## config.mk

```make
export PLATFORM = sky130hd
export DESIGN_NAME = timer_pwm_deadtime_hires
export DESIGN_NICKNAME = d
export VERILOG_FILES = /design/src/timer_pwm_deadtime_hires.v
export VERILOG_INCLUDE_DIRS = /design/src
export SDC_FILE = /design/constraint.sdc
export NUM_CORES = 1
export LEC_CHECK = 0
export ABC_AREA = 0
export BUFFER_PORTS_ARGS = -buffer_cell sky130_fd_sc_hd__buf_2
export CORE_MARGIN = 5
export CORE_UTILIZATION = 50
export CTS_CLUSTER_SIZE = 30
export DETAILED_ROUTE_END_ITERATION = 10
export PLACE_DENSITY = 0.75
export RECOVER_POWER = 25
export SYNTH_ARGS = -nofsm -noshare
export SYNTH_HDL_FRONTEND = slang
export SYNTH_SLANG_ARGS = --single-unit
```

## constraint.sdc

```tcl
create_clock -name clk_i -period 5.2 [get_ports clk_i]
set_input_delay 0.26 -clock clk_i [delete_from_list [all_inputs] [get_ports clk_i]]
set_output_delay 0.26 -clock clk_i [all_outputs]
set_load 0.03 [all_outputs]
```

## src/tc_defs.vh

```
// Purpose: Register map, field positions and reset values of the timer
// Assumes: Byte addressed classic Wishbone, 32-bit data
// Notes:   Definitions only
`ifndef TC_DEFS_VH
`define TC_DEFS_VH
// ==========================================================
// Register byte offsets
`define TC_CTRL      8'h00
`define TC_PER       8'h04
`define TC_CNT       8'h08
`define TC_STAT      8'h0c
`define TC_CC0       8'h10
`define TC_DTI       8'h20
`define TC_PAT       8'h24
`define TC_OUTCFG    8'h28
// ==========================================================
// Control fields
`define CF_PSEL_LO   0
`define CF_PSEL_HI   3
`define CF_SRC_LO    4
`define CF_SRC_HI    5
`define CF_MODE_LO   6
`define CF_MODE_HI   7
`define CF_DOWN      8
`define CF_HIRES     9
`define CF_DTI_EN    10
`define CF_PAT_EN    11
`define CF_SCMO      12
`define CF_FLT_EN    13
`define CF_NC_EN     14
`define CF_CAP_LO    16
`define CF_CAP_HI    17
// ==========================================================
// Encodings
`define SRC_OFF      2'h0
`define SRC_CLK      2'h1
`define SRC_EVT      2'h2
`define SRC_EXT      2'h3
`define MODE_FRQ     2'h0
`define MODE_SS      2'h1
`define MODE_DS      2'h2
`define MODE_CAPT    2'h3
`define CAP_NORM     2'h0
`define CAP_FRQ      2'h1
`define CAP_PW       2'h2
// ==========================================================
// Status bits and reset values
`define ST_OVF       0
`define ST_ERR       1
`define ST_CC0       2
`define ST_FAULT     6
`define PER_RST      16'hffff
`define NC_SAMPLES   4
`endif

```

## src/timer_pwm_deadtime_hires.v

```verilog
// Purpose: 16-bit timer with compare/capture, waveform extension and
//          high resolution extension, on classic Wishbone
// Assumes: clk_i is the fast peripheral clock (four times the CPU rate)
// Notes:   Event inputs are on-chip and synchronous; ext_i is a pin
//
// Local design decisions: register access over Wishbone and the placing of the registers.
`timescale 1ns/1ps
`include "tc_defs.vh"

module timer_pwm_deadtime_hires #(
  parameter TYPE0 = 1                    // 1: type 0, 0: type 1
) (
  input  wire        clk_i,              // Fast peripheral clock
  input  wire        rst_i,              // Sync reset, active high
  input  wire        wb_cyc_i,           // Wishbone cycle
  input  wire        wb_stb_i,           // Wishbone strobe
  input  wire        wb_we_i,            // Wishbone write enable
  input  wire [7:0]  wb_adr_i,           // Byte address
  input  wire [3:0]  wb_sel_i,           // Byte lanes
  input  wire [31:0] wb_dat_i,           // Write data
  output reg  [31:0] wb_dat_o,           // Read data
  output reg         wb_ack_o,           // Acknowledge
  input  wire [7:0]  evt_i,              // Event channels
  input  wire        ext_i,              // External count pin
  input  wire [7:0]  port_out_i,         // Normal port output value
  output reg  [7:0]  pin_o,              // Port pin values
  output reg  [7:0]  evt_o               // Flag event pulses
);
  localparam NCH = TYPE0 ? 4 : 2;
  localparam AWX = TYPE0 ? 1'b1 : 1'b0;

  // Byte lane merge, used for the control register
  function [31:0] merge;
    input [31:0] old;
    input [31:0] nw;
    input [3:0]  sel;
    integer b;
    begin
      merge = old;
      for (b = 0; b < 4; b = b + 1)
        if (sel[b])
          merge[b*8 +: 8] = nw[b*8 +: 8];
    end
  endfunction

  // Low half merge, so 16-bit registers take exactly 16 bits
  function [15:0] merge16;
    input [15:0] old;
    input [31:0] nw;
    input [3:0]  sel;
    begin
      merge16 = {sel[1] ? nw[15:8] : old[15:8],
                 sel[0] ? nw[7:0]  : old[7:0]};
    end
  endfunction

  // ==========================================================
  // Registers
  reg  [31:0] ctrl_r;
  reg  [15:0] per_buf_r, per_r;
  reg  [15:0] cnt_r;
  reg  [1:0]  sub_r;
  reg         down_r;
  reg  [17:0] ccb_r [0:3];
  reg  [17:0] cc_r  [0:3];
  reg  [15:0] dti_buf_r, dti_r;
  reg  [15:0] pat_buf_r, pat_r;
  reg  [15:0] outcfg_r;
  reg  [7:0]  stat_r;
  reg  [3:0]  wg_r;
  reg  [9:0]  pre_r;
  reg  [1:0]  ext_s_r;
  reg         ext_d_r;
  wire [7:0]  ls_w, hs_w;
  wire [3:0]  cap_rise, cap_fall;

  wire [1:0] src   = ctrl_r[`CF_SRC_HI:`CF_SRC_LO];
  wire [1:0] mode  = ctrl_r[`CF_MODE_HI:`CF_MODE_LO];
  wire [1:0] capm  = ctrl_r[`CF_CAP_HI:`CF_CAP_LO];
  wire       hires = ctrl_r[`CF_HIRES] & (src == `SRC_CLK);
  wire       pat_en = ctrl_r[`CF_PAT_EN] & AWX;
  wire       scmo  = ctrl_r[`CF_SCMO] & AWX;
  wire       dti_en = ctrl_r[`CF_DTI_EN] & AWX;
  wire       awx_on = pat_en | scmo | dti_en;

  // ==========================================================
  // Bus access: ack one cycle after strobe, write on ack edge
  wire        req = wb_cyc_i & wb_stb_i;
  wire        wr  = req & wb_we_i & wb_ack_o;
  wire [7:0]  wa  = {wb_adr_i[7:2], 2'b00};
  wire [31:0] wd  = wb_dat_i;
  reg  [31:0] rd;
  integer i;
  integer j, m, n;                       // One loop index per process

  // Read mux; unmapped addresses return zero
  always @*
  begin
    rd = 32'h0000_0000;
    case (wa)
      `TC_CTRL:   rd = ctrl_r;
      `TC_PER:    rd = {16'h0000, per_r};
      `TC_CNT:    rd = {14'h0000, cnt_r, sub_r};
      `TC_STAT:   rd = {24'h000000, stat_r};
      `TC_DTI:    rd = {16'h0000, dti_r};
      `TC_PAT:    rd = {16'h0000, pat_r};
      `TC_OUTCFG: rd = {16'h0000, outcfg_r};
      default:
      begin
        if (wa >= `TC_CC0 && wa < `TC_CC0 + 8'h10 &&
            wa[3:2] < NCH)
          rd = {14'h0000, cc_r[wa[3:2]]};
      end
    endcase
  end

  // Bus handshake registers
  always @(posedge clk_i)
  begin
    if (rst_i)
    begin
      wb_ack_o <= 1'b0;
      wb_dat_o <= 32'h0000_0000;
    end
    else
    begin
      wb_ack_o <= req & ~wb_ack_o;
      wb_dat_o <= rd;
    end
  end

  // ==========================================================
  // Count source and prescaler
  // External pin passes two flops before edge detection
  always @(posedge clk_i)
  begin
    if (rst_i)
    begin
      ext_s_r <= 2'b00;
      ext_d_r <= 1'b0;
    end
    else
    begin
      ext_s_r <= {ext_s_r[0], ext_i};
      ext_d_r <= ext_s_r[1];
    end
  end

  wire src_ev = (src == `SRC_CLK) ? 1'b1 :
                (src == `SRC_EVT) ? evt_i[0] :
                (src == `SRC_EXT) ? (ext_s_r[1] & ~ext_d_r) : 1'b0;
  wire [9:0] pmask = (10'h001 << ctrl_r[`CF_PSEL_HI:`CF_PSEL_LO])
                     - 10'h001;
  // Hires bypasses the prescaler: fine steps every fast clock
  wire step = hires ? 1'b1 :
              src_ev & ((pre_r & pmask) == pmask);
  wire tick = step & (~hires | (sub_r == 2'b11));

  // Prescaler only advances on source events
  always @(posedge clk_i)
  begin
    if (rst_i)
      pre_r <= 10'h000;
    else if (src_ev && !hires)
      pre_r <= ((pre_r & pmask) == pmask) ? 10'h000 : pre_r + 10'h001;
  end

  // ==========================================================
  // Capture inputs: noise canceller and edge detect
  genvar k;
  generate
    for (k = 0; k < 4; k = k + 1)
    begin : g_cap
      reg [`NC_SAMPLES-1:0] smp_r;
      reg                   lvl_r;
      reg                   lvl_d_r;
      wire all1 = &smp_r;
      wire all0 = ~|smp_r;
      // Filter needs a stable run of samples before moving
      always @(posedge clk_i)
      begin
        if (rst_i || k >= NCH)
        begin
          smp_r   <= {`NC_SAMPLES{1'b0}};
          lvl_r   <= 1'b0;
          lvl_d_r <= 1'b0;
        end
        else
        begin
          smp_r   <= {smp_r[`NC_SAMPLES-2:0], evt_i[k]};
          lvl_d_r <= lvl_r;
          if (!ctrl_r[`CF_NC_EN])
            lvl_r <= evt_i[k];
          else if (all1 | all0)
            lvl_r <= all1;
        end
      end
      assign cap_rise[k] = lvl_r & ~lvl_d_r;
      assign cap_fall[k] = ~lvl_r & lvl_d_r;
    end
  endgenerate

  // ==========================================================
  // Counter, buffer transfer, flags and control writes
  wire        capt  = (mode == `MODE_CAPT);
  wire [15:0] top   = (mode == `MODE_FRQ) ? cc_r[0][17:2] : per_r;
  wire        stop  = (src == `SRC_OFF);
  reg         upd;
  reg         ovf;
  reg  [15:0] cnt_nxt;
  reg         dn_nxt;

  // Next count: wrap in single slope, turn round in dual slope
  always @*
  begin
    cnt_nxt = cnt_r;
    dn_nxt  = down_r;
    upd     = stop;
    ovf     = 1'b0;
    if (tick)
    begin
      if (mode == `MODE_DS)
      begin
        if (!down_r && cnt_r >= top)
        begin
          dn_nxt  = 1'b1;
          cnt_nxt = cnt_r - 16'h0001;
        end
        else if (down_r && cnt_r == 16'h0000)
        begin
          dn_nxt  = 1'b0;
          cnt_nxt = 16'h0001;
          ovf     = 1'b1;
          upd     = 1'b1;
        end
        else
          cnt_nxt = down_r ? cnt_r - 16'h0001 : cnt_r + 16'h0001;
      end
      else if (ctrl_r[`CF_DOWN])
      begin
        cnt_nxt = (cnt_r == 16'h0000) ? top : cnt_r - 16'h0001;
        ovf     = (cnt_r == 16'h0000);
        upd     = ovf;
      end
      else
      begin
        cnt_nxt = (cnt_r >= top) ? 16'h0000 : cnt_r + 16'h0001;
        ovf     = (cnt_r >= top);
        upd     = ovf;
      end
    end
  end

  // Per-channel events: compare match or capture
  reg [3:0] ccset;
  reg       err_set;
  always @*
  begin
    ccset   = 4'h0;
    err_set = 1'b0;
    for (j = 0; j < NCH; j = j + 1)
    begin
      if (capt)
        ccset[j] = (capm == `CAP_PW) ? cap_fall[j] : cap_rise[j];
      else
        ccset[j] = step && {cnt_r, sub_r} == cc_r[j];
      if (capt && ccset[j] && stat_r[`ST_CC0 + j])
        err_set = 1'b1;
    end
  end

  wire restart = capt && (capm != `CAP_NORM) && |cap_rise[NCH-1:0];
  wire [7:0] st_clr = (wr && wa == `TC_STAT) ? wd[7:0] & {8{wb_sel_i[0]}}
                                              : 8'h00;
  wire flt_set = ctrl_r[`CF_FLT_EN] & |(evt_i & outcfg_r[15:8]);

  always @(posedge clk_i)
  begin
    if (rst_i)
    begin
      ctrl_r    <= 32'h0000_0000;
      per_buf_r <= `PER_RST;
      per_r     <= `PER_RST;
      cnt_r     <= 16'h0000;
      sub_r     <= 2'b00;
      down_r    <= 1'b0;
      dti_buf_r <= 16'h0000;
      dti_r     <= 16'h0000;
      pat_buf_r <= 16'h0000;
      pat_r     <= 16'h0000;
      outcfg_r  <= 16'h0000;
      stat_r    <= 8'h00;
      evt_o     <= 8'h00;
      for (i = 0; i < 4; i = i + 1)
      begin
        ccb_r[i] <= 18'h00000;
        cc_r[i]  <= 18'h00000;
      end
    end
    else
    begin
      // Fine sub-count only moves in high resolution
      sub_r  <= hires ? sub_r + 2'b01 : 2'b00;
      down_r <= dn_nxt;
      cnt_r  <= restart ? 16'h0000 : cnt_nxt;
      // Set wins over a simultaneous software clear
      stat_r <= (stat_r & ~st_clr) |
                {1'b0, flt_set & AWX, ccset, err_set, ovf};
      evt_o  <= {2'b00, ccset, err_set, ovf};
      // Buffered values go live only at the update point
      if (upd)
      begin
        per_r <= per_buf_r;
        dti_r <= dti_buf_r;
        pat_r <= pat_buf_r;
      end
      for (i = 0; i < NCH; i = i + 1)
      begin
        if (capt && ccset[i])
          cc_r[i] <= {cnt_r, 2'b00};
        else if (!capt && upd)
          cc_r[i] <= ccb_r[i];
      end
      if (wr)
      begin
        case (wa)
          `TC_CTRL:   ctrl_r <= merge(ctrl_r, wd, wb_sel_i);
          `TC_PER:    per_buf_r <= merge16(per_buf_r, wd, wb_sel_i);
          `TC_CNT:    cnt_r <= wd[17:2];
          `TC_DTI:    dti_buf_r <= merge16(dti_buf_r, wd, wb_sel_i);
          `TC_PAT:    pat_buf_r <= merge16(pat_buf_r, wd, wb_sel_i);
          `TC_OUTCFG: outcfg_r <= merge16(outcfg_r, wd, wb_sel_i);
          default:
          begin
            if (wa >= `TC_CC0 && wa < `TC_CC0 + 8'h10 &&
                wa[3:2] < NCH)
              ccb_r[wa[3:2]] <= wd[17:0];
          end
        endcase
      end
    end
  end

  // ==========================================================
  // Waveform generators, one per channel
  always @(posedge clk_i)
  begin
    if (rst_i)
      wg_r <= 4'h0;
    else
      for (m = 0; m < 4; m = m + 1)
        if (m >= NCH || capt)
          wg_r[m] <= 1'b0;
        else if (mode == `MODE_FRQ)
          wg_r[m] <= (m == 0 && tick && cnt_r >= top) ? ~wg_r[m]
                                                     : wg_r[m];
        else
          wg_r[m] <= ({cnt_r, sub_r} < cc_r[m]);
  end

  // ==========================================================
  // Dead-time units: both sides off while the dead-time count runs
  generate
    for (k = 0; k < 4; k = k + 1)
    begin : g_dti
      reg [7:0] dt_r;
      reg       wg_d_r;
      reg       ls_r;
      reg       hs_r;
      always @(posedge clk_i)
      begin
        if (rst_i || k >= NCH)
        begin
          dt_r   <= 8'h00;
          wg_d_r <= 1'b0;
          ls_r   <= 1'b0;
          hs_r   <= 1'b0;
        end
        else
        begin
          wg_d_r <= wg_r[k];
          if (wg_r[k] != wg_d_r)
          begin
            ls_r <= 1'b0;
            hs_r <= 1'b0;
            dt_r <= wg_r[k] ? dti_r[7:0] : dti_r[15:8];
          end
          else if (dt_r != 8'h00)
            dt_r <= dt_r - 8'h01;
          else
          begin
            ls_r <= wg_r[k];
            hs_r <= ~wg_r[k];
          end
        end
      end
      assign ls_w[2*k]   = ls_r;
      assign ls_w[2*k+1] = hs_r;
      assign hs_w[2*k]   = wg_r[k];
      assign hs_w[2*k+1] = 1'b0;
    end
  endgenerate

  // ==========================================================
  // Port override: pattern, single channel, dead time, plain
  reg [7:0] pin_nxt;
  reg       src_v;
  always @*
  begin
    pin_nxt = 8'h00;
    for (n = 0; n < 8; n = n + 1)
    begin
      if (pat_en)
        src_v = pat_r[8 + n];
      else if (scmo)
        src_v = wg_r[0];
      else if (dti_en)
        src_v = ls_w[n];
      else
        src_v = hs_w[n];
      if (awx_on && stat_r[`ST_FAULT])
        src_v = 1'b0;
      pin_nxt[n] = (pat_r[n] ? src_v : port_out_i[n])
                   ^ outcfg_r[n];
    end
  end

  // Pins leave from a flop
  always @(posedge clk_i)
  begin
    if (rst_i)
      pin_o <= 8'h00;
    else
      pin_o <= pin_nxt;
  end

endmodule

```

Yosys cells after proc, flatten, opt, wreduce, memory -nomap -nowiden
Memory sizes are Yosys's and may differ from the RTL's. Cells that the tools add are included. Widths: inputs -> output; s select.

Register bits after elaboration: 305. Latch bits: 0. RAM bits: 144. Bits in read-only memories: 0. Input port bits: 66. Output and inout bits: 49. Word-level logic and storage cells: 386. Memories: 2.

Memory list: cc_r (words 4, width 18, rd ports 5, clocked after Yosys merged registers in 0, wr ports 4, RTL line timer_pwm_deadtime_hires.v:65) `reg [17:0] cc_r [0:3];`; ccb_r (words 4, width 18, rd ports 4, clocked after Yosys merged registers in 0, wr ports 4, RTL line timer_pwm_deadtime_hires.v:64) `reg [17:0] ccb_r [0:3];`.

$add $sub $neg: 9. $mul: 0. Div/mod/pow operators: 0. Order comparisons: 7. Eq/ne operators: 27. Shift-type cells: 1. Muxes and demuxes: 148. Bitwise logic cells: 61. Reductions and logical operators: 74.

Operators by type and width (count): $pmux 32 s7 (1); $mux 16 (12); $mux 18 (10); $mux 1 (110); $mux 8 (13); $eq 18x18->1 (4); $lt 18x18->1 (4); $reduce_and 3->1 (13); $reduce_bool 8->1 (4); $sub 8x1->8 const B (4); $and 8x8->8 (3); $logic_and 1x1->1 (22); $reduce_or 4->1 (5); $eq 6x4->1 const B (3); $reduce_or 18->1 (1); $and 1x1->1 (17); $add 16x1->16 const B (1); $ge 16x16->1 (1); $logic_not 16->1 (1); $reduce_and 4->1 (4); $sub 16x1->16 const B (1); $not 1->1 (15); $or 1x1->1 (15); $eq 2x2->1 const B (6); other kinds (25) (57).

Longest topological paths before layout
Gate-level depths: netlist of run 1.

Depth in word-level cells: 16. Depth in mapped cells: 16. Depth with buffers taken out: 11.

Least setup slack after synthesis of run 1
Ideal clock, no wire load.

Path kind: reg2reg. From: reg ctrl_r[6]. To: mem cc_r[0][0], enable pin. Setup time: 0.343 ns. Data arrival time: 3.844 ns. Required time: 4.857 ns. Path slack: 1.013 ns. Cell stages (with the launch flop): 15. Buffers on the path: 3. Clock period less this slack: 4.187 ns. Path through: dfxtp_1 > clkbuf_1 > nor2_1 > buf_2 > mux2_2 > ha_1 > nand2b_1 > a2111oi_0 > nor3_1 > a31oi_1 > o21ai_1 > a21boi_2 > nor3_2 > buf_6 > or3b_1.

RTL lines: from (decl) (RTL line timer_pwm_deadtime_hires.v:59) `reg [31:0] ctrl_r;`; from (signal assigned) (RTL line timer_pwm_deadtime_hires.v:327) `` `TC_CTRL: ctrl_r <= merge(ctrl_r, wd, wb_sel_i); ``; to (decl) (RTL line timer_pwm_deadtime_hires.v:65).

==> results of run 1 <==
worst min path at each step:
| stage | endpoint | slack [ns] | depth (start not counted) |
|---|---|---|---|
| floorplan | cnt_r[13] | 0.37 | 2 |
| global placement | stat_r[7] | 0.42 | 2 |
| detailed placement | stat_r[7] | 0.43 | 2 |
| CTS | g_cap[0].smp_r[0] | 0.02 | 2 |
| global route | g_cap[0].smp_r[0] | 0.04 | 2 |
| finish | g_cap[0].smp_r[0] | 0.05 | 2 |
flip-flops by register name, indices dropped and copies added (netlist names), 32 cells and up:
name,flops
wb_dat_o,32
cc_r,72
ccb_r,72
g_dti.dt_r,32
ctrl_r,32
what timing repair did:
action / CTS / global route
endpoints found under the hold margin: 22 / 0
gates resized for setup: 0 / 0
hold buffers: 20 / 0
synth_stat cells, drive strengths merged (40+ instances only):
cell,instances
mux2i,86
o21ai,128
edfxtp,144
inv,111
clkbuf,153
and3,59
a21oi,172
nor2b,50
nor2,185
ha,98
nor3,40
nand2,255
a32o,64
dfxtp,303
nand3,106
kinds of logic (layout without fill, tap and decap cells):
family / after synthesis / count (layout)
buffers and inverters: 302 / 392
other: 1 / 4
DFF: 447 / 447
adders and majority gates: 98 / 98
and+or+nand+nor: 858 / 858
AOI/OAI and AO/OA: 625 / 625
xor gates and xnor gates: 68 / 68
muxes: 121 / 121
stage by stage:
step | instances | hold slack, ns | util (%)
after global routing | 3219 | 0.03653 | 56.67
after detailed placement | 3109 | 0.4265 | 52.74
final | 3220 | 0.05074 | 56.68
after global placement | 3109 | 0.4185 | 52.74
after floorplan | 2521 | 0.3686 | -
after CTS | 3218 | 0.02186 | 56.83
final cells by class:
type	instances	area, sq um	share of cell area (%)
antenna	2	5.005	0.01905
sequential	447	10390	39.54
multi-input combinational	1772	11870	45.16
tap	607	759.5	2.890
clock inverter	22	279.0	1.062
inverter	113	424.2	1.614
timing repair buffer	190	1135	4.319
clock buffer	67	1416	5.390
routing by layer:
| layer | share of wire (%) | track usage (%) |
|---|---|---|
| met5 | 0 | 0 |
| met3 | 12 | 7.058 |
| met1 | 39 | 40.38 |
| met4 | 6.5 | 16.13 |
| met2 | 43 | 45.32 |
power by group through the flow:
stage	Sequential, uW	Combinational, uW	Clock, uW
final	3940	1440	3660
after global routing	3960	1580	3820
after CTS	3940	1410	3680
after detailed placement	4010	1390	0
after global placement	4000	1310	0
after floorplan	3970	1030	0
==> qor.yml, run 1 <==
yosys.area_share.xor_xnor_pct: 2.548
via_per_inst: 6.484
synthFlopType: "dfxtp_1"
power_frac_clock_pct: 40.4
grt_max_degree: 99
min-delay-start: "evt_i[0]"
wirelength_um: 79420
pin_count: 115
fp.dieArea_sq_mm: 0.05117
dpl_worst_slack_ns: 1.000
syn_to_final_growth_pct: 12.42
yosysSeqAreaShare_pct: 44.45
ant_nets: 0
num_vias: 20880
ir_drop_v: 0.0003133
final_max_slew_viol_count: 189
rsz0062_at_grt: "no"
path_cells: "clkbuf_1 -> inv_1 -> buf_4 -> o21ai_0 -> clkbuf_1"
critPathTopFamily: "buffers and inverters"
synthCells: 2520
drive_above_1_share_pct: 10.26
cp-start-kind: "primary input"
ctsRootBufferMaster: "clkbuf_16"
startpoint: "rst_i"
internal-power_uw: 6530
grt_pass1_vias: 19830
critPathMostFrequentCell: "clkbuf_1"
synthTopCellsByArea: "dfxtp_1 26%, edfxtp_1 19%, ha_1 5.2%, nand2_1 4.1%, mux2i_1 3.7%"
drcViolationCount: 0
rows: 79
rrSetupSlack_ns: 0.87
r2r_cells: 13
antenna_found_initial: 1
finalCritPeriodShare_pct: 83.70
cp.buffers_inverters: 4
skew_ns: 0.03066
overflow: 0
power.share.switching_pct: 27.78
fin_crit_ns: 4.353
end_kind: "flop"
post_drt_wl_per_cell_um: 24.66
synth_fa_ha_area_share_pct: 5.246
dr.pass1.iters: 6
cp.required_ns: 5.40
fp.coreArea_sq_mm: 0.04636
p_total_uw: 9042
crit_fanout: 70
cts_tree: "done"
cp.depth: 5
p_per_area_mw_per_mm2: 344.1
synth_compound_area_share_pct: 17.97
dieHeight_um: 226.2
grt_pass1_wl_um: 118500
outcome: "complete, but fails checks"
async_reset_ff_share_pct: 0
numClockSinks: 447
die_x_um: 226.2
drtIter0Drc: 2726
relSlewSlack_pct: -113.9
routabilityCongestion: 1.016
synth.largest_area_cell: "dfxtp_1"
fillers: 3884
yosys.area_share.simple_pct: 18.16
post_cts_buffers: 0
r2r_end: "cc_r[3][13]"
yosysWarnings: 0
crit_end: "ccb_r[3][5]"
synthMuxAreaShare_pct: 6.526
start_util_pct: 50.42
final_nets: 2736
violations: "capacitance limit, slew limit"
layout_common_cells: "303 x dfxtp_1, 255 x nand2_1, 181 x nor2_1"
hold_viol_final: 0
clk_path_buf_depth: 3
numPortBuffers: 110
setup_ws_ns: 0.8474
r2r_start: "ctrl_r[2]"
p_sw_uw: 2512
cts.htree.levels: 2
max_freq_mhz: 229.7
maxCapViolCount: 3
final_common_cell: "dfxtp_1"
arrival_ns: 4.55
dp.final_hpwl_um: 53750
final.setup.tns_ns: 0
worstMarginPinSlew_ns: 3.209
ys_seq_elements: 447
clock_latency_ns: 0.62
avgSynthCellArea_sq_um: 9.275
clk_pin_slew_ns: 0.06
synth_edf_count: 144
cts_made_buffers: 48
p_seq_share_pct: 43.6
syn_area_sq_mm: 0.02337
placed_cell_area_sq_mm: 0.02445
synth_top_family_by_area: "simple AND/OR/NAND/NOR gates"
synth.distinct_cells: 73
setup_viol: 0
postLayoutCellArea_sq_mm: 0.02628
path_class: "primary input to flop"
p_leak_uw: 0.01047
cp_slowest_cell: "clkbuf_1"
grt_usage_pct: 30.11
synth_top_area_share_pct: 25.95
hp-class: "primary input to flop"
pwr-share-comb_pct: 16.0
max_stage_delay_ns: 2.22
Note: power is estimated with default switching activity, not from simulation.
==> inputs of run 2 (changes only) <==
==> constraint.sdc (replaced) <==
create_clock -name clk_i -period 4.54 [get_ports clk_i]
set_input_delay 0.227 -clock clk_i [delete_from_list [all_inputs] [get_ports clk_i]]
set_output_delay 0.227 -clock clk_i [all_outputs]
set_load 0.03 [all_outputs]
==> qor.yml, run 2 (synthesis gave the netlist of run 1 again) <==
hp-class: "primary input to flop"
layout_common_cells: "303 x dfxtp_1, 255 x nand2_1, 181 x nor2_1"
final_common_cell: "dfxtp_1"
p_seq_share_pct: 43.8  # +0.2 points
cts.htree.levels: 2  # unchanged
min-delay-start: "rst_i"
finalCritPeriodShare_pct: 90.55
use_met2_pct: 45.37  # +0.048 points
pwr-share-comb_pct: 15.7  # -0.3 points
overflow: 0  # unchanged
ir_drop_v: 0.0003463  # +11%
maxCapViolCount: 3  # unchanged
grt_pass1_vias: 19670  # -0.79%
path_class: "flop to flop"
crit_fanout: 18  # -74%
gr-usage-met1_pct: 39.29  # -1.1 points
cp_slowest_cell: "or3b_1"
post_drt_wl_per_cell_um: 24.66  # about the same
final.setup.tns_ns: 0  # unchanged
grt_util_met3_pct: 8.462  # +1.4 points
numPortBuffers: 110  # unchanged
die_x_um: 226.2  # unchanged
critPathTopFamily: "simple AND/OR/NAND/NOR gates"
rows: 79  # unchanged
ant_nets: 0  # unchanged
numPlacedInstances: 3115  # +0.19%
numClockSinks: 447  # unchanged
clk_pin_slew_ns: 0.07  # about the same
grt.busiest_layer: "met2"
ctsRootBufferMaster: "clkbuf_16"
worstMarginPinSlew_ns: 4.388  # +1.179 ns
fin_crit_ns: 4.111
via_per_inst: 6.486  # about the same
dieHeight_um: 226.2  # unchanged
post_cts_buffers: 0  # unchanged
final_nets: 2743  # +0.26%
power.share.switching_pct: 27.68  # -0.11 points
finalCoreUtilization_pct: 56.75  # +0.076 points
syn_to_final_growth_pct: 12.57
dp.final_hpwl_um: 54620  # +1.6%
arrival_ns: 4.28  # -0.27 ns
grt_max_degree: 100  # +1.0%
finalNonFillerCells: 3225  # +0.16%
antenna_found_initial: 0  # -1
violations: "capacitance limit, slew limit"
setup_viol: 0  # unchanged
drive_above_1_share_pct: 9.973  # -0.29 points
clock_latency_ns: 0.61  # about the same
num_vias: 20920  # +0.19%
relSlewSlack_pct: -192.6  # -79 points
postLayoutCellArea_sq_mm: 0.02631  # +0.13%
cp-start-kind: "flop"
p_sw_uw: 2853  # +14%
cp.required_ns: 4.71  # -0.69 ns
power_frac_clock_pct: 40.5  # about the same
internal-power_uw: 7455  # +14%
cts_tree: "done"
startpoint: "ctrl_r[6]"
dr.pass1.iters: 6  # unchanged
clk_path_buf_depth: 3  # unchanged
start_util_pct: 50.42  # unchanged
grt_usage_pct: 29.92  # -0.19 points
fillers: 3974  # +2.3%
drcViolationCount: 0  # unchanged
path_cells: "nor2_2 -> buf_12 -> mux2i_1 -> ha_1 -> and3_1 -> a221oi_1 -> nand2_1 -> a31oi_1 -> o21ai_1 -> a21boi_4 -> nor3_4 -> or3b_1"
multiInputGateArea_sq_mm: 0.01187  # unchanged
drtIter0Drc: 2680  # -1.7%
p_leak_uw: 0.01044  # -0.26%
cp.buffers_inverters: 1  # -3
fp.dieArea_sq_mm: 0.05117  # unchanged
skew_ns: 0.02761  # -0.003045 ns
fin_hold_ws_ns: 0.04122  # -0.009520 ns
placed_cell_area_sq_mm: 0.02451  # +0.24%
fp.coreArea_sq_mm: 0.04636  # unchanged
cts_made_buffers: 48  # unchanged
r2r_start: "ctrl_r[6]"
end_kind: "flop"
rsz0062_at_grt: "no"
register_area_sq_mm: 0.01039  # unchanged
routabilityCongestion: 1.041  # +2.4%
hold_viol_final: 0  # unchanged
final_max_slew_viol_count: 208  # +10%
max_stage_delay_ns: 0.81  # -1.41 ns
grt_pass1_wl_um: 117800  # -0.59%
pin_count: 115  # unchanged
reg_top3: "cc_r (72), ccb_r (72)"
outcome: "complete, but fails checks"
p_per_area_mw_per_mm2: 391.8  # +14%
wirelength_um: 79540  # +0.15%
max_freq_mhz: 243.2
-- run 2: changes by cell type in the layout (fill, tap and decap cells not counted), moves of 2 or more --
cell | previous run | this run
buf_2 | 62 | 59
clkinv_1 | 2 | 5
inv_16 | 2 | 0
clkbuf_1 | 57 | 66
clkinv_2 | 11 | 5
clkinvlp_4 | 1 | 4
clkbuf_16 | 51 | 49
buf_4 | 58 | 53
-- run 2: repair_timing --
item,CTS,global route
hold buffers,21,0
resized for setup,0,0
endpoints found under the hold margin,23,0
-- run 2: metal layers --
layer / wire, um / vias to the layer above
met5: 0 / -
met4: 5012 / 0
met3: 10100 / 297
met2: 34170 / 1323
met1: 30260 / 9998
li1: - / 9299
-- run 2: power groups by stage --
stage / registers [uW] / clock network, uW / logic, uW
global route: 4530 / 4370 / 1790
global placement: 4580 / 0 / 1500
finish: 4520 / 4180 / 1620
floorplan: 4540 / 0 / 1190
detailed placement: 4590 / 0 / 1570
CTS: 4510 / 4200 / 1590
-- run 2: path summary, 6_finish.rpt --
kind | end | slack (ns) | depth (start not counted)
max reg2reg | cc_r[2][12] | 0.43 | 12
max | cc_r[2][12] | 0.43 | 12
min | g_cap[3].lvl_d_r | 0.04 | 2
min reg2reg | ext_s_r[1] | 0.44 | 1
-- run 2: area by class of cell --
class	count	area share [%]
Clock buffer	62	5.150
Sequential cell	447	39.49
Timing Repair Buffer	197	4.451
Inverter	113	1.612
Tap cell	607	2.887
Multi-Input combinational cell	1772	45.10
Antenna cell	1	0.009511
Clock inverter	26	1.298
-- run 2: metrics by stage --
stage / power, uW / setup slack [ns]
2_1_floorplan: 5728 / 0.3530
3_3_place_gp: 6075 / 0.5838
3_5_place_dp: 6160 / 0.5627
4_1_cts: 10300 / 0.5307
5_1_grt: 10690 / 0.2499
6_report: 10310 / 0.4289
-- run 2: worst register-to-register path: cells and delay by family (launching register included) --
kind / cells / cell delay, ns
flip-flops: 1 / 0.32
AND/OR/NAND/NOR: 5 / 1.55
multiplexers: 1 / 0.31
buffers and inverters: 1 / 0.22
AO/OA/AOI/OAI: 4 / 0.96
adder cells (fa/ha/maj): 1 / 0.31
